$ cat config.mk
export PLATFORM = sky130hd
export DESIGN_NAME = drhd_core
export DESIGN_NICKNAME = d
export VERILOG_FILES = /design/src/verilog/drhd_pkg.sv /design/src/verilog/drhd_reg_if.sv /design/src/verilog/drhd_ahb_front.sv /design/src/verilog/drhd_attr_decode.sv /design/src/verilog/drhd_core.sv
export SDC_FILE = /design/constraint.sdc
export NUM_CORES = 1
export LEC_CHECK = 0
export ABC_CLOCK_PERIOD_IN_PS = 5000
export BUFFER_PORTS_ARGS = -buffer_cell sky130_fd_sc_hd__buf_4
export CORE_UTILIZATION = 52
export DETAILED_ROUTE_END_ITERATION = 6
export PLACE_DENSITY = 0.79
export SYNTH_ARGS = -nofsm -noshare
export SYNTH_HDL_FRONTEND = slang
export SYNTH_SLANG_ARGS = --single-unit
$ cat constraint.sdc
create_clock -name hclk -period 5 [get_ports hclk]
set_clock_uncertainty 0.05 [all_clocks]
set_input_delay 0.5 -clock hclk [delete_from_list [all_inputs] [get_ports hclk]]
set_output_delay 0.5 -clock hclk [all_outputs]
set_load 0.01 [all_outputs]
$ cat src/verilog/drhd_pkg.sv
// Constants shared by the dataset range hint decoder and its helpers.
// Assumes a 32-bit AHB-Lite register bus and a single clock domain.
package drhd_pkg;
  // ********************************************************************
  // Register word indices (byte address = index * 4)
  // ********************************************************************
  localparam logic [3:0] REG_CTRL   = 4'h0;
  localparam logic [3:0] REG_STATUS = 4'h1;
  localparam logic [3:0] REG_CDW10  = 4'h2;
  localparam logic [3:0] REG_CDW11  = 4'h3;
  localparam logic [3:0] REG_DPTR0  = 4'h4;
  localparam logic [3:0] REG_DPTR3  = 4'h7;
  // ********************************************************************
  // Field positions
  // ********************************************************************
  localparam int CTRL_START_BIT    = 0;
  localparam int CTRL_CONFLICT_BIT = 1;
  localparam int CTRL_SGL_BIT      = 2;
  localparam int CDW11_IDR_BIT     = 0;
  localparam int CDW11_IDW_BIT     = 1;
  localparam int CDW11_DEALLOC_BIT = 2;
  localparam int ATTR_WP_BIT       = 10;
  localparam int ATTR_SW_BIT       = 9;
  localparam int ATTR_SR_BIT       = 8;
  localparam int ATTR_CAS_LSB      = 24;
  localparam int ATTR_AL_LSB       = 4;
  localparam int ATTR_AF_LSB       = 0;
  // ********************************************************************
  // Values after reset, codes, sizes
  // ********************************************************************
  localparam logic [31:0] RST_WORD       = 32'h0000_0000;
  localparam logic [3:0]  AF_LAST_VALID  = 4'h5;
  localparam logic [7:0]  STATUS_OK      = 8'h00;
  localparam logic [7:0]  STATUS_CONFLICT = 8'h80;
  localparam logic [12:0] PAGE_BYTES     = 13'h1000;
  localparam logic [1:0]  HTRANS_NONSEQ  = 2'h2;
endpackage : drhd_pkg

$ cat src/verilog/drhd_reg_if.sv
// Register access carrier between the bus front end and the core.
// Assumes both ends sit on the same clock.
`timescale 1ns/1ps
`default_nettype none
interface drhd_reg_if;
  logic        wr_en;    // One-cycle write strobe
  logic [3:0]  wr_idx;   // Word index of write
  logic [31:0] wr_data;  // Write data
  logic [3:0]  rd_idx;   // Word index of read
  logic [31:0] rd_data;  // Read data, combinational
  modport front (output wr_en, wr_idx, wr_data, rd_idx, input rd_data);
  modport core  (input wr_en, wr_idx, wr_data, rd_idx, output rd_data);
endinterface : drhd_reg_if
`default_nettype wire

$ cat src/verilog/drhd_ahb_front.sv
// AHB-Lite slave front end: writes with no wait, reads with one wait.
// Assumes single word transfers; answer is always OKAY.
`timescale 1ns/1ps
`default_nettype none
module drhd_ahb_front
  import drhd_pkg::*;
(
  input  wire logic        hclk,      // Bus clock
  input  wire logic        hresetn,   // Async reset, low
  input  wire logic        hsel,      // Slave select
  input  wire logic [31:0] haddr,     // Byte address
  input  wire logic [1:0]  htrans,    // Transfer type
  input  wire logic        hwrite,    // Write when high
  input  wire logic [31:0] hwdata,    // Write data
  input  wire logic        hready,    // Bus ready
  output logic             hreadyout, // Slave ready
  output logic [31:0]      hrdata,    // Read data
  drhd_reg_if.front        rif        // Register side
);
  logic       wr_pend_q;
  logic       rd_pend_q;
  logic       rd_wait_q;
  logic [3:0] idx_q;
  logic [31:0] hrdata_q;
  wire        take = hsel & htrans[1] & hready;
  // Unmapped high address bits fold into index 15, which reads zero
  wire [3:0]  idx_now = (haddr[31:6] == 26'h0) ? haddr[5:2] : 4'hf;

  // Reads stall one cycle so a preceding write is always seen
  assign hreadyout   = ~(rd_pend_q & ~rd_wait_q);
  assign hrdata      = hrdata_q;
  assign rif.wr_en   = wr_pend_q;
  assign rif.wr_idx  = idx_q;
  assign rif.wr_data = hwdata;
  assign rif.rd_idx  = idx_q;

  // Address phase capture
  always_ff @(posedge hclk or negedge hresetn)
  begin
    if (!hresetn)
    begin
      wr_pend_q <= 1'b0;
      rd_pend_q <= 1'b0;
      idx_q     <= 4'h0;
    end
    else if (hreadyout)
    begin
      wr_pend_q <= take & hwrite;
      rd_pend_q <= take & ~hwrite;
      idx_q     <= idx_now;
    end
  end

  // Read data registered in the wait cycle
  always_ff @(posedge hclk or negedge hresetn)
  begin
    if (!hresetn)
    begin
      rd_wait_q <= 1'b0;
      hrdata_q  <= RST_WORD;
    end
    else
    begin
      rd_wait_q <= rd_pend_q & ~rd_wait_q;
      if (rd_pend_q & ~rd_wait_q)
        hrdata_q <= rif.rd_data;
    end
  end
endmodule : drhd_ahb_front
`default_nettype wire

$ cat src/verilog/drhd_attr_decode.sv
// Combinational decode of one range's context attribute word.
// Assumes the caller registers the outputs.
`timescale 1ns/1ps
`default_nettype none
module drhd_attr_decode
  import drhd_pkg::*;
(
  input  wire logic [31:0] attr,          // Attribute word
  output logic [7:0]       access_size,   // Blocks per command, 0 none
  output logic             write_prep,    // Write soon
  output logic             seq_write,     // Sequential write
  output logic             seq_read,      // Sequential read
  output logic [1:0]       latency,       // Latency class
  output logic [3:0]       frequency      // Frequency code
);
  wire [3:0] af_raw = attr[ATTR_AF_LSB +: 4];

  // Field extraction; bits 23:11 and 7:6 are never looked at
  assign access_size = attr[ATTR_CAS_LSB +: 8];
  assign write_prep  = attr[ATTR_WP_BIT];
  assign seq_write   = attr[ATTR_SW_BIT];
  assign seq_read    = attr[ATTR_SR_BIT];
  assign latency     = attr[ATTR_AL_LSB +: 2];
  // Reserved codes collapse to "no information"
  assign frequency   = (af_raw <= AF_LAST_VALID) ? af_raw : 4'h0;
endmodule : drhd_attr_decode
`default_nettype wire

$ cat src/verilog/drhd_core.sv
// Dataset range hint decoder top: registers, range list fetch, hints.
// Assumes a memory read port for the list and a consumer of hints.
//
// Overview of operation
// - Command is advisory; completion succeeds without acting on hints.
// - Only command dwords 10 and 11 hold command parameters.
// - PRP uses entries 1 and 2 for the list; SGL uses entry 1.
// - Range list is located by the 128-bit data pointer.
// - Dword 10 bits 7:0 give range count, zero based.
// - Dword 11 bit 2 permits deallocation of all ranges.
// - Descriptor: attributes bytes 3:0, length 7:4, start block 15:8.
// - At most 256 descriptors, packed, ending at byte 4095.
// - Stored data stays intact whatever the hints say.
// - Attribute bits 31:24 give access size; zero means none.
// - Attribute bit 10 marks range as written soon.
// - Attribute bit 9 marks sequential write as one object.
// - Attribute bit 8 marks sequential read as one object.
// - Attribute bits 5:4 encode latency class.
// - Attribute bits 3:0 encode access frequency; 0110b up reserved.
// - Completion posts an entry carrying command status.
// - Conflicting attributes complete with status 80h.
// - Deallocated blocks read back stable until rewritten.
`timescale 1ns/1ps
`default_nettype none
module drhd_core
  import drhd_pkg::*;
(
  input  wire logic        hclk,          // Clock, 50 MHz
  input  wire logic        hresetn,       // Async reset, low
  input  wire logic        hsel,          // AHB select
  input  wire logic [31:0] haddr,         // AHB address
  input  wire logic [1:0]  htrans,        // AHB transfer type
  input  wire logic        hwrite,        // AHB write
  input  wire logic [2:0]  hsize,         // AHB size, word only
  input  wire logic [31:0] hwdata,        // AHB write data
  input  wire logic        hready,        // AHB bus ready
  output logic             hreadyout,     // AHB slave ready
  output logic             hresp,         // AHB response, OKAY
  output logic [31:0]      hrdata,        // AHB read data
  output logic             fetch_valid,   // List word request
  input  wire logic        fetch_ready,   // Request accepted
  output logic [63:0]      fetch_addr,    // List word address
  input  wire logic        fetch_rvalid,  // Read data valid
  input  wire logic [31:0] fetch_rdata,   // Read data
  output logic             hint_valid,    // Range hint ready
  input  wire logic        hint_ready,    // Hint taken
  output logic [7:0]       hint_index,    // Range number
  output logic [63:0]      hint_slba,     // Starting block
  output logic [31:0]      hint_length,   // Length in blocks
  output logic [7:0]       hint_access_size,      // Blocks per command
  output logic             hint_write_prepare,    // Written soon
  output logic             sequential_write_hint, // Sequential write
  output logic             sequential_read_hint,  // Sequential read
  output logic [1:0]       latency_class,         // Latency class
  output logic [3:0]       access_frequency_code, // Frequency code
  output logic             integral_write_hint,   // Integral write set
  output logic             integral_read_hint,    // Integral read set
  output logic             hint_deallocate,       // May deallocate
  output logic             hint_last,     // Last range of list
  output logic             cq_valid,      // Completion ready
  input  wire logic        cq_ready,      // Completion taken
  output logic [7:0]       cq_status      // Command status
);
  typedef enum logic [2:0] {ST_IDLE, ST_REQ, ST_RESP, ST_EMIT, ST_CPL}
    drhd_state_e;

  // ********************************************************************
  // Register bus
  // ********************************************************************
  drhd_reg_if rif ();

  drhd_ahb_front u_front (
    .hclk      (hclk),
    .hresetn   (hresetn),
    .hsel      (hsel),
    .haddr     (haddr),
    .htrans    (htrans),
    .hwrite    (hwrite),
    .hwdata    (hwdata),
    .hready    (hready),
    .hreadyout (hreadyout),
    .hrdata    (hrdata),
    .rif       (rif)
  );

  assign hresp = 1'b0;

  drhd_state_e  state_q;
  drhd_state_e  state_d;
  logic         conflict_en_q;
  logic         sgl_mode_q;
  logic         done_q;
  logic [31:0]  cdw10_q;
  logic [31:0]  cdw11_q;
  logic [31:0]  data_pointer_q [4];
  logic [7:0]   range_q;
  logic [1:0]   word_q;
  logic [7:0]   last_range_q;
  logic         conflict_q;
  logic [7:0]   status_q;
  logic [8:0]   processed_q;
  logic [7:0]   cas_q;
  logic         wp_q;
  logic         sw_q;
  logic         sr_q;
  logic [1:0]   al_q;
  logic [3:0]   af_q;
  logic [31:0]  len_q;
  logic [63:0]  slba_q;

  // Register write strobes
  wire wr_ctrl  = rif.wr_en & (rif.wr_idx == REG_CTRL);
  wire wr_cdw10 = rif.wr_en & (rif.wr_idx == REG_CDW10);
  wire wr_cdw11 = rif.wr_en & (rif.wr_idx == REG_CDW11);
  wire wr_data_pointer  = rif.wr_en & (rif.wr_idx >= REG_DPTR0) &
                  (rif.wr_idx <= REG_DPTR3);
  wire busy     = (state_q != ST_IDLE);
  // A start while busy is dropped: command fields must not move mid-run
  wire start    = wr_ctrl & rif.wr_data[CTRL_START_BIT] & ~busy;
  wire cfg_wr   = ~busy;

  // Read mux; dwords 10 and 11 and the four data pointer words are held as command fields
  wire [31:0] ctrl_rd   = {29'h0, sgl_mode_q, conflict_en_q, 1'b0};
  wire [31:0] status_rd = {7'h0, processed_q, status_q, 6'h0,
                           done_q, busy};
  assign rif.rd_data =
      (rif.rd_idx == REG_CTRL)   ? ctrl_rd :
      (rif.rd_idx == REG_STATUS) ? status_rd :
      (rif.rd_idx == REG_CDW10)  ? cdw10_q :
      (rif.rd_idx == REG_CDW11)  ? cdw11_q :
      (rif.rd_idx >= REG_DPTR0 && rif.rd_idx <= REG_DPTR3) ?
        data_pointer_q[rif.rd_idx[1:0]] : RST_WORD;

  // Configuration and command registers, frozen while busy
  always_ff @(posedge hclk or negedge hresetn)
  begin
    if (!hresetn)
    begin
      conflict_en_q <= 1'b0;
      sgl_mode_q    <= 1'b0;
      cdw10_q       <= RST_WORD;
      cdw11_q       <= RST_WORD;
      data_pointer_q[0]     <= RST_WORD;
      data_pointer_q[1]     <= RST_WORD;
      data_pointer_q[2]     <= RST_WORD;
      data_pointer_q[3]     <= RST_WORD;
    end
    else if (cfg_wr)
    begin
      if (wr_ctrl)
      begin
        conflict_en_q <= rif.wr_data[CTRL_CONFLICT_BIT];
        sgl_mode_q    <= rif.wr_data[CTRL_SGL_BIT];
      end
      if (wr_cdw10)
        cdw10_q <= rif.wr_data;
      if (wr_cdw11)
        cdw11_q <= rif.wr_data;
      if (wr_data_pointer)
        data_pointer_q[rif.wr_idx[1:0]] <= rif.wr_data;
    end
  end

  // ********************************************************************
  // Range list addressing
  // ********************************************************************
  // Byte offset of the current word inside the packed list
  wire [11:0] byte_off = {range_q, word_q, 2'b00};
  wire [63:0] entry1   = {data_pointer_q[1], data_pointer_q[0]};
  wire [63:0] entry2   = {data_pointer_q[3], data_pointer_q[2]};
  // Bytes of the list that fit in the first page
  wire [12:0] first_len = PAGE_BYTES - {1'b0, entry1[11:0]};
  wire        in_first  = sgl_mode_q | ({1'b0, byte_off} < first_len);
  wire [12:0] off2      = {1'b0, byte_off} - first_len;
  // A 4 KiB list spans at most two pages, so entry 2 is a plain page
  assign fetch_addr = in_first ? entry1 + {52'h0, byte_off}
                               : entry2 + {51'h0, off2};
  assign fetch_valid = (state_q == ST_REQ);

  // ********************************************************************
  // Attribute decode of the incoming word
  // ********************************************************************
  logic [7:0] dec_cas;
  logic       dec_wp;
  logic       dec_sw;
  logic       dec_sr;
  logic [1:0] dec_al;
  logic [3:0] dec_af;

  drhd_attr_decode u_decode (
    .attr        (fetch_rdata),
    .access_size (dec_cas),
    .write_prep  (dec_wp),
    .seq_write   (dec_sw),
    .seq_read    (dec_sr),
    .latency     (dec_al),
    .frequency   (dec_af)
  );

  // ********************************************************************
  // Sequencer
  // ********************************************************************
  wire word_in   = (state_q == ST_RESP) & fetch_rvalid;
  wire hint_take = (state_q == ST_EMIT) & hint_ready;
  wire is_last   = (range_q == last_range_q);
  // Deallocating a range announced as written soon is contradictory
  wire range_conflict = conflict_en_q & cdw11_q[CDW11_DEALLOC_BIT] &
                        wp_q;

  // Next state
  always_comb
  begin
    state_d = state_q;
    case (state_q)
      ST_IDLE: if (start) state_d = ST_REQ;
      ST_REQ:  if (fetch_ready) state_d = ST_RESP;
      ST_RESP:
        if (fetch_rvalid)
          state_d = (word_q == 2'd3) ? ST_EMIT : ST_REQ;
      ST_EMIT:
        if (hint_ready)
          state_d = is_last ? ST_CPL : ST_REQ;
      ST_CPL:  if (cq_ready) state_d = ST_IDLE;
      default: state_d = ST_IDLE;
    endcase
  end

  // State and list position
  always_ff @(posedge hclk or negedge hresetn)
  begin
    if (!hresetn)
    begin
      state_q      <= ST_IDLE;
      range_q      <= 8'h00;
      word_q       <= 2'd0;
      last_range_q <= 8'h00;
    end
    else
    begin
      state_q <= state_d;
      if (start)
      begin
        range_q      <= 8'h00;
        word_q       <= 2'd0;
        last_range_q <= cdw10_q[7:0]; // Zero based count
      end
      else if (word_in)
        word_q <= word_q + 2'd1;
      else if (hint_take & ~is_last)
        range_q <= range_q + 8'h01;
    end
  end

  // Descriptor words in list order: attributes, length, start block
  always_ff @(posedge hclk or negedge hresetn)
  begin
    if (!hresetn)
    begin
      cas_q  <= 8'h00;
      wp_q   <= 1'b0;
      sw_q   <= 1'b0;
      sr_q   <= 1'b0;
      al_q   <= 2'd0;
      af_q   <= 4'h0;
      len_q  <= RST_WORD;
      slba_q <= 64'h0000_0000_0000_0000;
    end
    else if (word_in)
    begin
      case (word_q)
        2'd0:
        begin
          cas_q <= dec_cas;
          wp_q  <= dec_wp;
          sw_q  <= dec_sw;
          sr_q  <= dec_sr;
          al_q  <= dec_al;
          af_q  <= dec_af;
        end
        2'd1: len_q <= fetch_rdata;
        2'd2: slba_q[31:0] <= fetch_rdata;
        default: slba_q[63:32] <= fetch_rdata;
      endcase
    end
  end

  // Command outcome and progress
  always_ff @(posedge hclk or negedge hresetn)
  begin
    if (!hresetn)
    begin
      conflict_q  <= 1'b0;
      status_q    <= STATUS_OK;
      processed_q <= 9'h000;
      done_q      <= 1'b0;
    end
    else
    begin
      if (start)
      begin
        conflict_q  <= 1'b0;
        processed_q <= 9'h000;
        done_q      <= 1'b0;
      end
      else
      begin
        if (hint_take)
        begin
          conflict_q  <= conflict_q | range_conflict;
          processed_q <= processed_q + 9'h001;
        end
        if ((state_q == ST_CPL) & cq_ready)
          done_q <= 1'b1;
      end
      // Status fixed once the last hint leaves; hints never block it
      if (hint_take & is_last)
        status_q <= (conflict_q | range_conflict) ? STATUS_CONFLICT
                                                  : STATUS_OK;
    end
  end

  // ********************************************************************
  // Hint and completion outputs
  // ********************************************************************
  // Hints only steer placement elsewhere; this block never writes media
  assign hint_valid            = (state_q == ST_EMIT);
  assign hint_index            = range_q;
  assign hint_slba             = slba_q;
  assign hint_length           = len_q;
  assign hint_access_size      = cas_q;
  assign hint_write_prepare    = wp_q;
  assign sequential_write_hint = sw_q;
  assign sequential_read_hint  = sr_q;
  assign latency_class         = al_q;
  assign access_frequency_code = af_q;
  assign integral_write_hint   = cdw11_q[CDW11_IDW_BIT];
  assign integral_read_hint    = cdw11_q[CDW11_IDR_BIT];
  // Media layer must return fixed, stable data for freed blocks
  assign hint_deallocate       = cdw11_q[CDW11_DEALLOC_BIT];
  assign hint_last             = is_last;
  assign cq_valid              = (state_q == ST_CPL);
  assign cq_status             = status_q;
endmodule : drhd_core
`default_nettype wire

==> run summary, run 1 <==
CP Class: reg2out
post-synthesis sequential area ratio: 0.4588
yosys warns: 0
crit path capture type: primary output
Final WS setup: -0.7764 ns
fraction of registers with async set/reset: 1.000
setup TNS: -33.57 ns
HPWL Detailed: 44.67 mm
Diodes inserted: 0
clock sinks: 379
pin count of the biggest net entering global routing: 140
H-tree depth: 2
CTS buffer count: 41
FMAX: 0.1731 GHz
global-route wire length before repair: 99.30 mm
violated checks: negative setup slack
Setup WS pre-CTS: -0.2969 ns
final instance area: 27090 um^2
MaxCap Viol Count: 0
top cells by count, synth: 379 x dfrtp_1, 302 x mux2_2, 130 x nand2_1
Final Core Density: 0.6962
GPL Wtd Cong: 0.9639
Core Region: 38920 um^2
max incr delay on CP: 0.56 ns
r2r startpoint: u_front.rif.rd_idx[1]
flop and latch count out of synthesis: 379
Worst Path Max Fanout: 5
Routed Antenna Nets: 0
CP Buf/Inv Count: 8
Post-synth top flop: dfrtp_1
mean post-synth cell area: 11.29 um^2
# setup viols final: 54
vias in the first global route: 17045
PwrDens: 379.6 nW/um^2
share of cells above drive strength 1: 0.4570
Leak Pwr: 0.01218 uW
hold path startpoint: haddr[2]
clock buffer depth: 3
antenna violations before repair: 1
crit path from: data_pointer_q[99]
Site Rows: 72
DR pass1 iterations: 6
clock slew at reported path FFs: 0.06 ns
Slew @ Worst Pin: 1.051 ns
Hold WS: 0.07319 ns
Yosys cell types: 73
fin crit period: 5.776 ns
leading area contributor after synthesis: dfrtp_1
most used cell, CP: buf_4
Syn Std Cell Area: 20670 um^2
CP cell instances: or4_4 > buf_6 > nor3_1 > nand2_1 > xnor2_1 > ha_1 > buf_4 > buf_4 > nand3_2 > o31ai_4 > o41ai_2 > xor2_1 > ha_2 > buf_4 > a31o_4 > o311ai_4 > buf_4 > buf_8 > nor3_1 > nor3_1 > a21oi_1 > buf_4 > buf_6
Clock Tree Root: clkbuf_16
Slew Limit Fails: 0
Largest delay share family, worst path: buffers and inverters
count leader, synth: dfrtp_1
Vias: 17255
slowest CP cell: or4_4
post-synth top area share: 0.4588
die area: 40560 um^2
DRC violations left: 0
relative slew slack: 0.2972
CP arrival: 5.23 ns
ranking of synthesized cells by area: dfrtp_1 46%, mux2_2 16%, xnor2_1 4.2%
Max rail drop VDD: 0.0002651 V
Post-Synthesis Cells: 1831
DRT iter0 DRCs: 1617
Worst Path Required: 4.45 ns
I/O Buffers: 329
gr usage total: 0.3155
number of synthesized flops with an enable pin: 0
Die X: 201.4 um
Avg WL per Cell: 23.73 um
worst hold-check path type: in2reg
Die Y: 201.4 um
Fill cells: 2717
vias per cell: 6.171
IO Count: 344
post-route clock period utilization: 1.155
CTS tree: yes
Initial Util: 0.5312
run status: finished with violations
final WL: 66.36 mm
GRT overflow: 0
Syn-to-layout area delta: 31.05%
worst-skew pair later-pin latency: 0.58 ns
DP Area: 24210 um^2
fin nets: 2399
Final Hold Viols: 0
RSZ-0062 raised after global routing: true
crit start category: flip-flop
[worst paths after layout]
kind	depth (start not counted)	end	slack, ns
worst max-delay path	23	fetch_addr[48]	-0.78
worst min-delay path	2	u_front.rif.rd_idx[0]	0.07
worst max register to register	6	cdw10_q[12]	1.66
worst min register to register	2	u_front.hrdata[5]	0.43
max in group asynchronous	3	hint_length[4]	3.12
min in group asynchronous	2	data_pointer_q[91]	0.48
[placed cells by master, fill, tap and decap left out, types with 10 or more instances in the layout]
master	instances
nor4_1	18
mux2_2	303
o31ai_1	14
o21ai_0	58
nand2_1	125
nand3_1	34
clkbuf_16	42
nor2_1	85
a21oi_1	59
nor3_2	11
buf_6	41
ha_1	29
mux4_2	33
dfrtp_1	377
xnor2_1	89
buf_4	421
nand4_1	32
xor2_1	44
and3_1	20
or3_1	10
a222oi_1	19
mux2i_1	36
nor3_1	35
a21oi_2	14
inv_1	38
[report_power, final]
| part | leakage [uW] | internal (uW) | total [uW] | switching [uW] |
|---|---|---|---|---|
| Combinational | 0.00676 | 1570 | 2980 | 1420 |
| Clock | 0.000703 | 1950 | 3280 | 1340 |
| Sequential | 0.00472 | 3620 | 4020 | 400 |
[cell families (layout without fill, tap and decap cells)]
group | after synthesis | after routing | synth area share
AOI/OAI and AO/OA | 283 | 283 | 0.09036
buffers and inverters | 146 | 586 | 0.03105
DFF | 379 | 379 | 0.4588
xor gates and xnor gates | 142 | 142 | 0.06016
adders and majority gates | 44 | 44 | 0.02736
other | 1 | 8 | 0.0001814
and+or+nand+nor | 458 | 458 | 0.1106
muxes | 378 | 378 | 0.2215
[what timing repair did]
item                                    in CTS  in global routing
pin swaps                                   30                 64
hold buffers                                 1                  0
buffers inserted                            17                 26
endpoints found under the setup margin      56                 57
endpoints found under the hold margin      103                  0
gates cloned                                 4                  0
gates resized for setup                    139                118
[metal layers]
metal  wire length (um)  share of wire  vias up  global-route usage
met2              32090           0.48      806              0.5155
met1              26110           0.39     8700              0.4148
li1                   -              -     7527                   -
met4               3045          0.046        2              0.1331
met5                 13        0.00020        -                   0
met3               5112          0.077      220             0.05539
[final cells by class]
type	count	area [um^2]	area share
Clock buffer	53	1142	0.04216
Multi-Input combinational cell	1313	11610	0.4284
Inverter	41	153.9	0.005680
Sequential cell	379	9489	0.3502
Timing Repair Buffer	469	3742	0.1381
Tap cell	518	648.1	0.02392
Clock inverter	23	311.5	0.01150
[registers in the layout, summed over array words and instances, names as in the netlist, 9 cells and up]
name / flops
cdw10_q: 32
cdw11_q: 32
data_pointer_q: 128
hint_length: 32
hint_slba: 64
processed_q: 9
u_front.hrdata: 32
[through the flow]
step                      total power (uW)  instances
after floorplan                       5337       1838
after CTS                            10120       2777
after global placement                6649       2683
after global routing                 10700       2796
after detailed placement              6772       2683
final                                10290       2796
Power figures use the tool's default switching activity.
==> run 2: changes to the inputs <==
Settings changed: BUFFER_PORTS_ARGS -buffer_cell sky130_fd_sc_hd__buf_4 to unset, CORE_UTILIZATION 52 to 58, DONT_BUFFER_PORTS set to 1, PLACE_DENSITY 0.79 to 0.78.
==> run summary, run 2 (synthesis results as in run 1) <==
Max rail drop VDD: 0.0005366 V
fin nets: 2131
Slew @ Worst Pin: 0.9665 ns
CP arrival: 5.28 ns
DRC violations left: 0
GPL Wtd Cong: 0.9573
max reg flops: 128
Worst Path Required: 4.45 ns
MaxCap Viol Count: 0
gr usage total: 0.3344
Diodes inserted: 0
slowest CP cell: or4_4
Clock Tree Root: clkbuf_16
largest reg by FF count: data_pointer_q
FMAX: 0.1716 GHz
Worst Path Max Fanout: 7
Core Region: 34800 um^2
vias per cell: 6.620
Final Hold Viols: 379
clock buffer depth: 3
relative slew slack: 0.3557
CTS buffer count: 40
IO Count: 344
Avg WL per Cell: 24.92 um
DR pass1 iterations: 6
H-tree depth: 2
fin crit period: 5.828 ns
commonest cells after routing, fill and taps aside: 377 x dfrtp_1, 302 x mux2_2, 151 x buf_4
die area: 36400 um^2
# setup viols final: 54
run status: finished with violations
vias in the first global route: 16533
worst hold-check path type: in2async
Hold WS: -0.3686 ns
antenna violations before repair: 0
clock slew at reported path FFs: 0.06 ns
Initial Util: 0.5941
Slew Limit Fails: 0
Final WS setup: -0.8284 ns
Vias: 16305
Syn-to-layout area delta: 19.13%
CP Class: reg2out
post-route clock period utilization: 1.166
final WL: 61.37 mm
Die Y: 190.8 um
RSZ-0062 raised after global routing: true
Routed Antenna Nets: 0
PwrDens: 376.3 nW/um^2
crit start category: flip-flop
share of cells above drive strength 1: 0.3456
most used cell, CP: buf_4
Leak Pwr: 0.01073 uW
Die X: 190.8 um
global-route wire length before repair: 93.34 mm
violated checks: negative hold slack, negative setup slack
pin count of the biggest net entering global routing: 380
HPWL Detailed: 40.96 mm
clock sinks: 379
CP cell instances: or4_4 > or3_4 > nor4_4 > xor2_1 > ha_1 > buf_6 > o21ai_4 > o31ai_4 > o41ai_2 > xor2_1 > ha_1 > o21bai_1 > buf_4 > buf_4 > a2111oi_4 > buf_4 > xnor2_1 > mux2i_1 > buf_4
worst-skew pair later-pin latency: 0.58 ns
I/O Buffers: 0
setup TNS: -36.65 ns
GRT overflow: 0
Site Rows: 68
most common cell after layout, fill and taps aside: dfrtp_1
crit path capture type: primary output
DRT iter0 DRCs: 1362
CTS tree: yes
max incr delay on CP: 0.55 ns
-- run 2: cell count changes in the layout (fill, tap and decap cells not counted), sizes merged --
cell         delta
buf           -300
dlygate4sd3    +33
clkbuf          -4
inv             -2
bufinv          +1
clkinv          +1
clkinvlp        +1
-- run 2: power breakdown --
group          internal, uW  switching (uW)
clock network          1930            1320
registers              3620             709
logic                   867             820
-- run 2: metrics by stage --
step	area [um^2]	util	power, uW	instances	setup WS [ns]
finish	24630	0.7077	9267	2463	-0.8284
global route	24630	0.7077	9622	2463	-0.9570
CTS	24380	0.7006	9196	2459	-0.6338
detailed placement	22010	0.6326	5878	2343	-0.2220
global placement	22010	0.6326	5780	2343	-0.1435
floorplan	20700	-	5337	1838	0.06387
-- run 2: routing by layer --
metal / part of all wire / routed length (um) / vias to the layer above / GRT usage
li1: - / - / 6985 / -
met1: 0.39 / 23660 / 8253 / 0.4303
met2: 0.47 / 29000 / 878 / 0.5417
met3: 0.10 / 6234 / 189 / 0.07913
met4: 0.040 / 2469 / 0 / 0.1382
met5: 0 / 0 / - / 0
-- run 2: area by class of cell --
| cell class | count | area (um^2) |
|---|---|---|
| fillers | 2380 | 10170 |
| flip-flops and latches | 379 | 9489 |
| multi-input cells | 1313 | 11240 |
| clock inverters | 24 | 396.6 |
| inverters | 41 | 153.9 |
| well taps | 455 | 569.3 |
| repair buffers | 202 | 1704 |
| clock buffers | 49 | 1075 |
-- run 2: critical path: cells and delay by family (launching register included) --
| family | cells | cell delay [ns] |
|---|---|---|
| fa+ha+maj | 2 | 0.68 |
| mux | 1 | 0.21 |
| compound gates | 5 | 0.99 |
| flops | 1 | 0.38 |
| simple gates | 3 | 1.10 |
| buf+inv | 5 | 0.82 |
| xor+xnor | 3 | 0.50 |
-- run 2: final timing paths --
path | startpoint | endpoint | slack (ns) | depth (start not counted)
worst max-delay path | data_pointer_q[99] | fetch_addr[53] | -0.83 | 19
worst min-delay path | hresetn | cdw10_q[0] | -0.37 | 0
worst max register to register | state_q[1] | access_frequency_code[2] | 1.73 | 5
worst min register to register | cdw11_q[30] | cdw11_q[30] | 0.46 | 1
max in group asynchronous | hresetn | data_pointer_q[63] | 4.55 | 0
min in group hclk | fetch_rdata[13] | hint_slba[45] | 0.01 | 1
-- run 2: repair_timing --
action / 4_1_cts / 5_1_grt
hold endpoints to repair: 431 / 382
hold buffers: 31 / 3
setup buffers: 15 / 3
pin swaps: 27 / 26
endpoints found under the setup margin: 55 / 56
resized for setup: 103 / 47
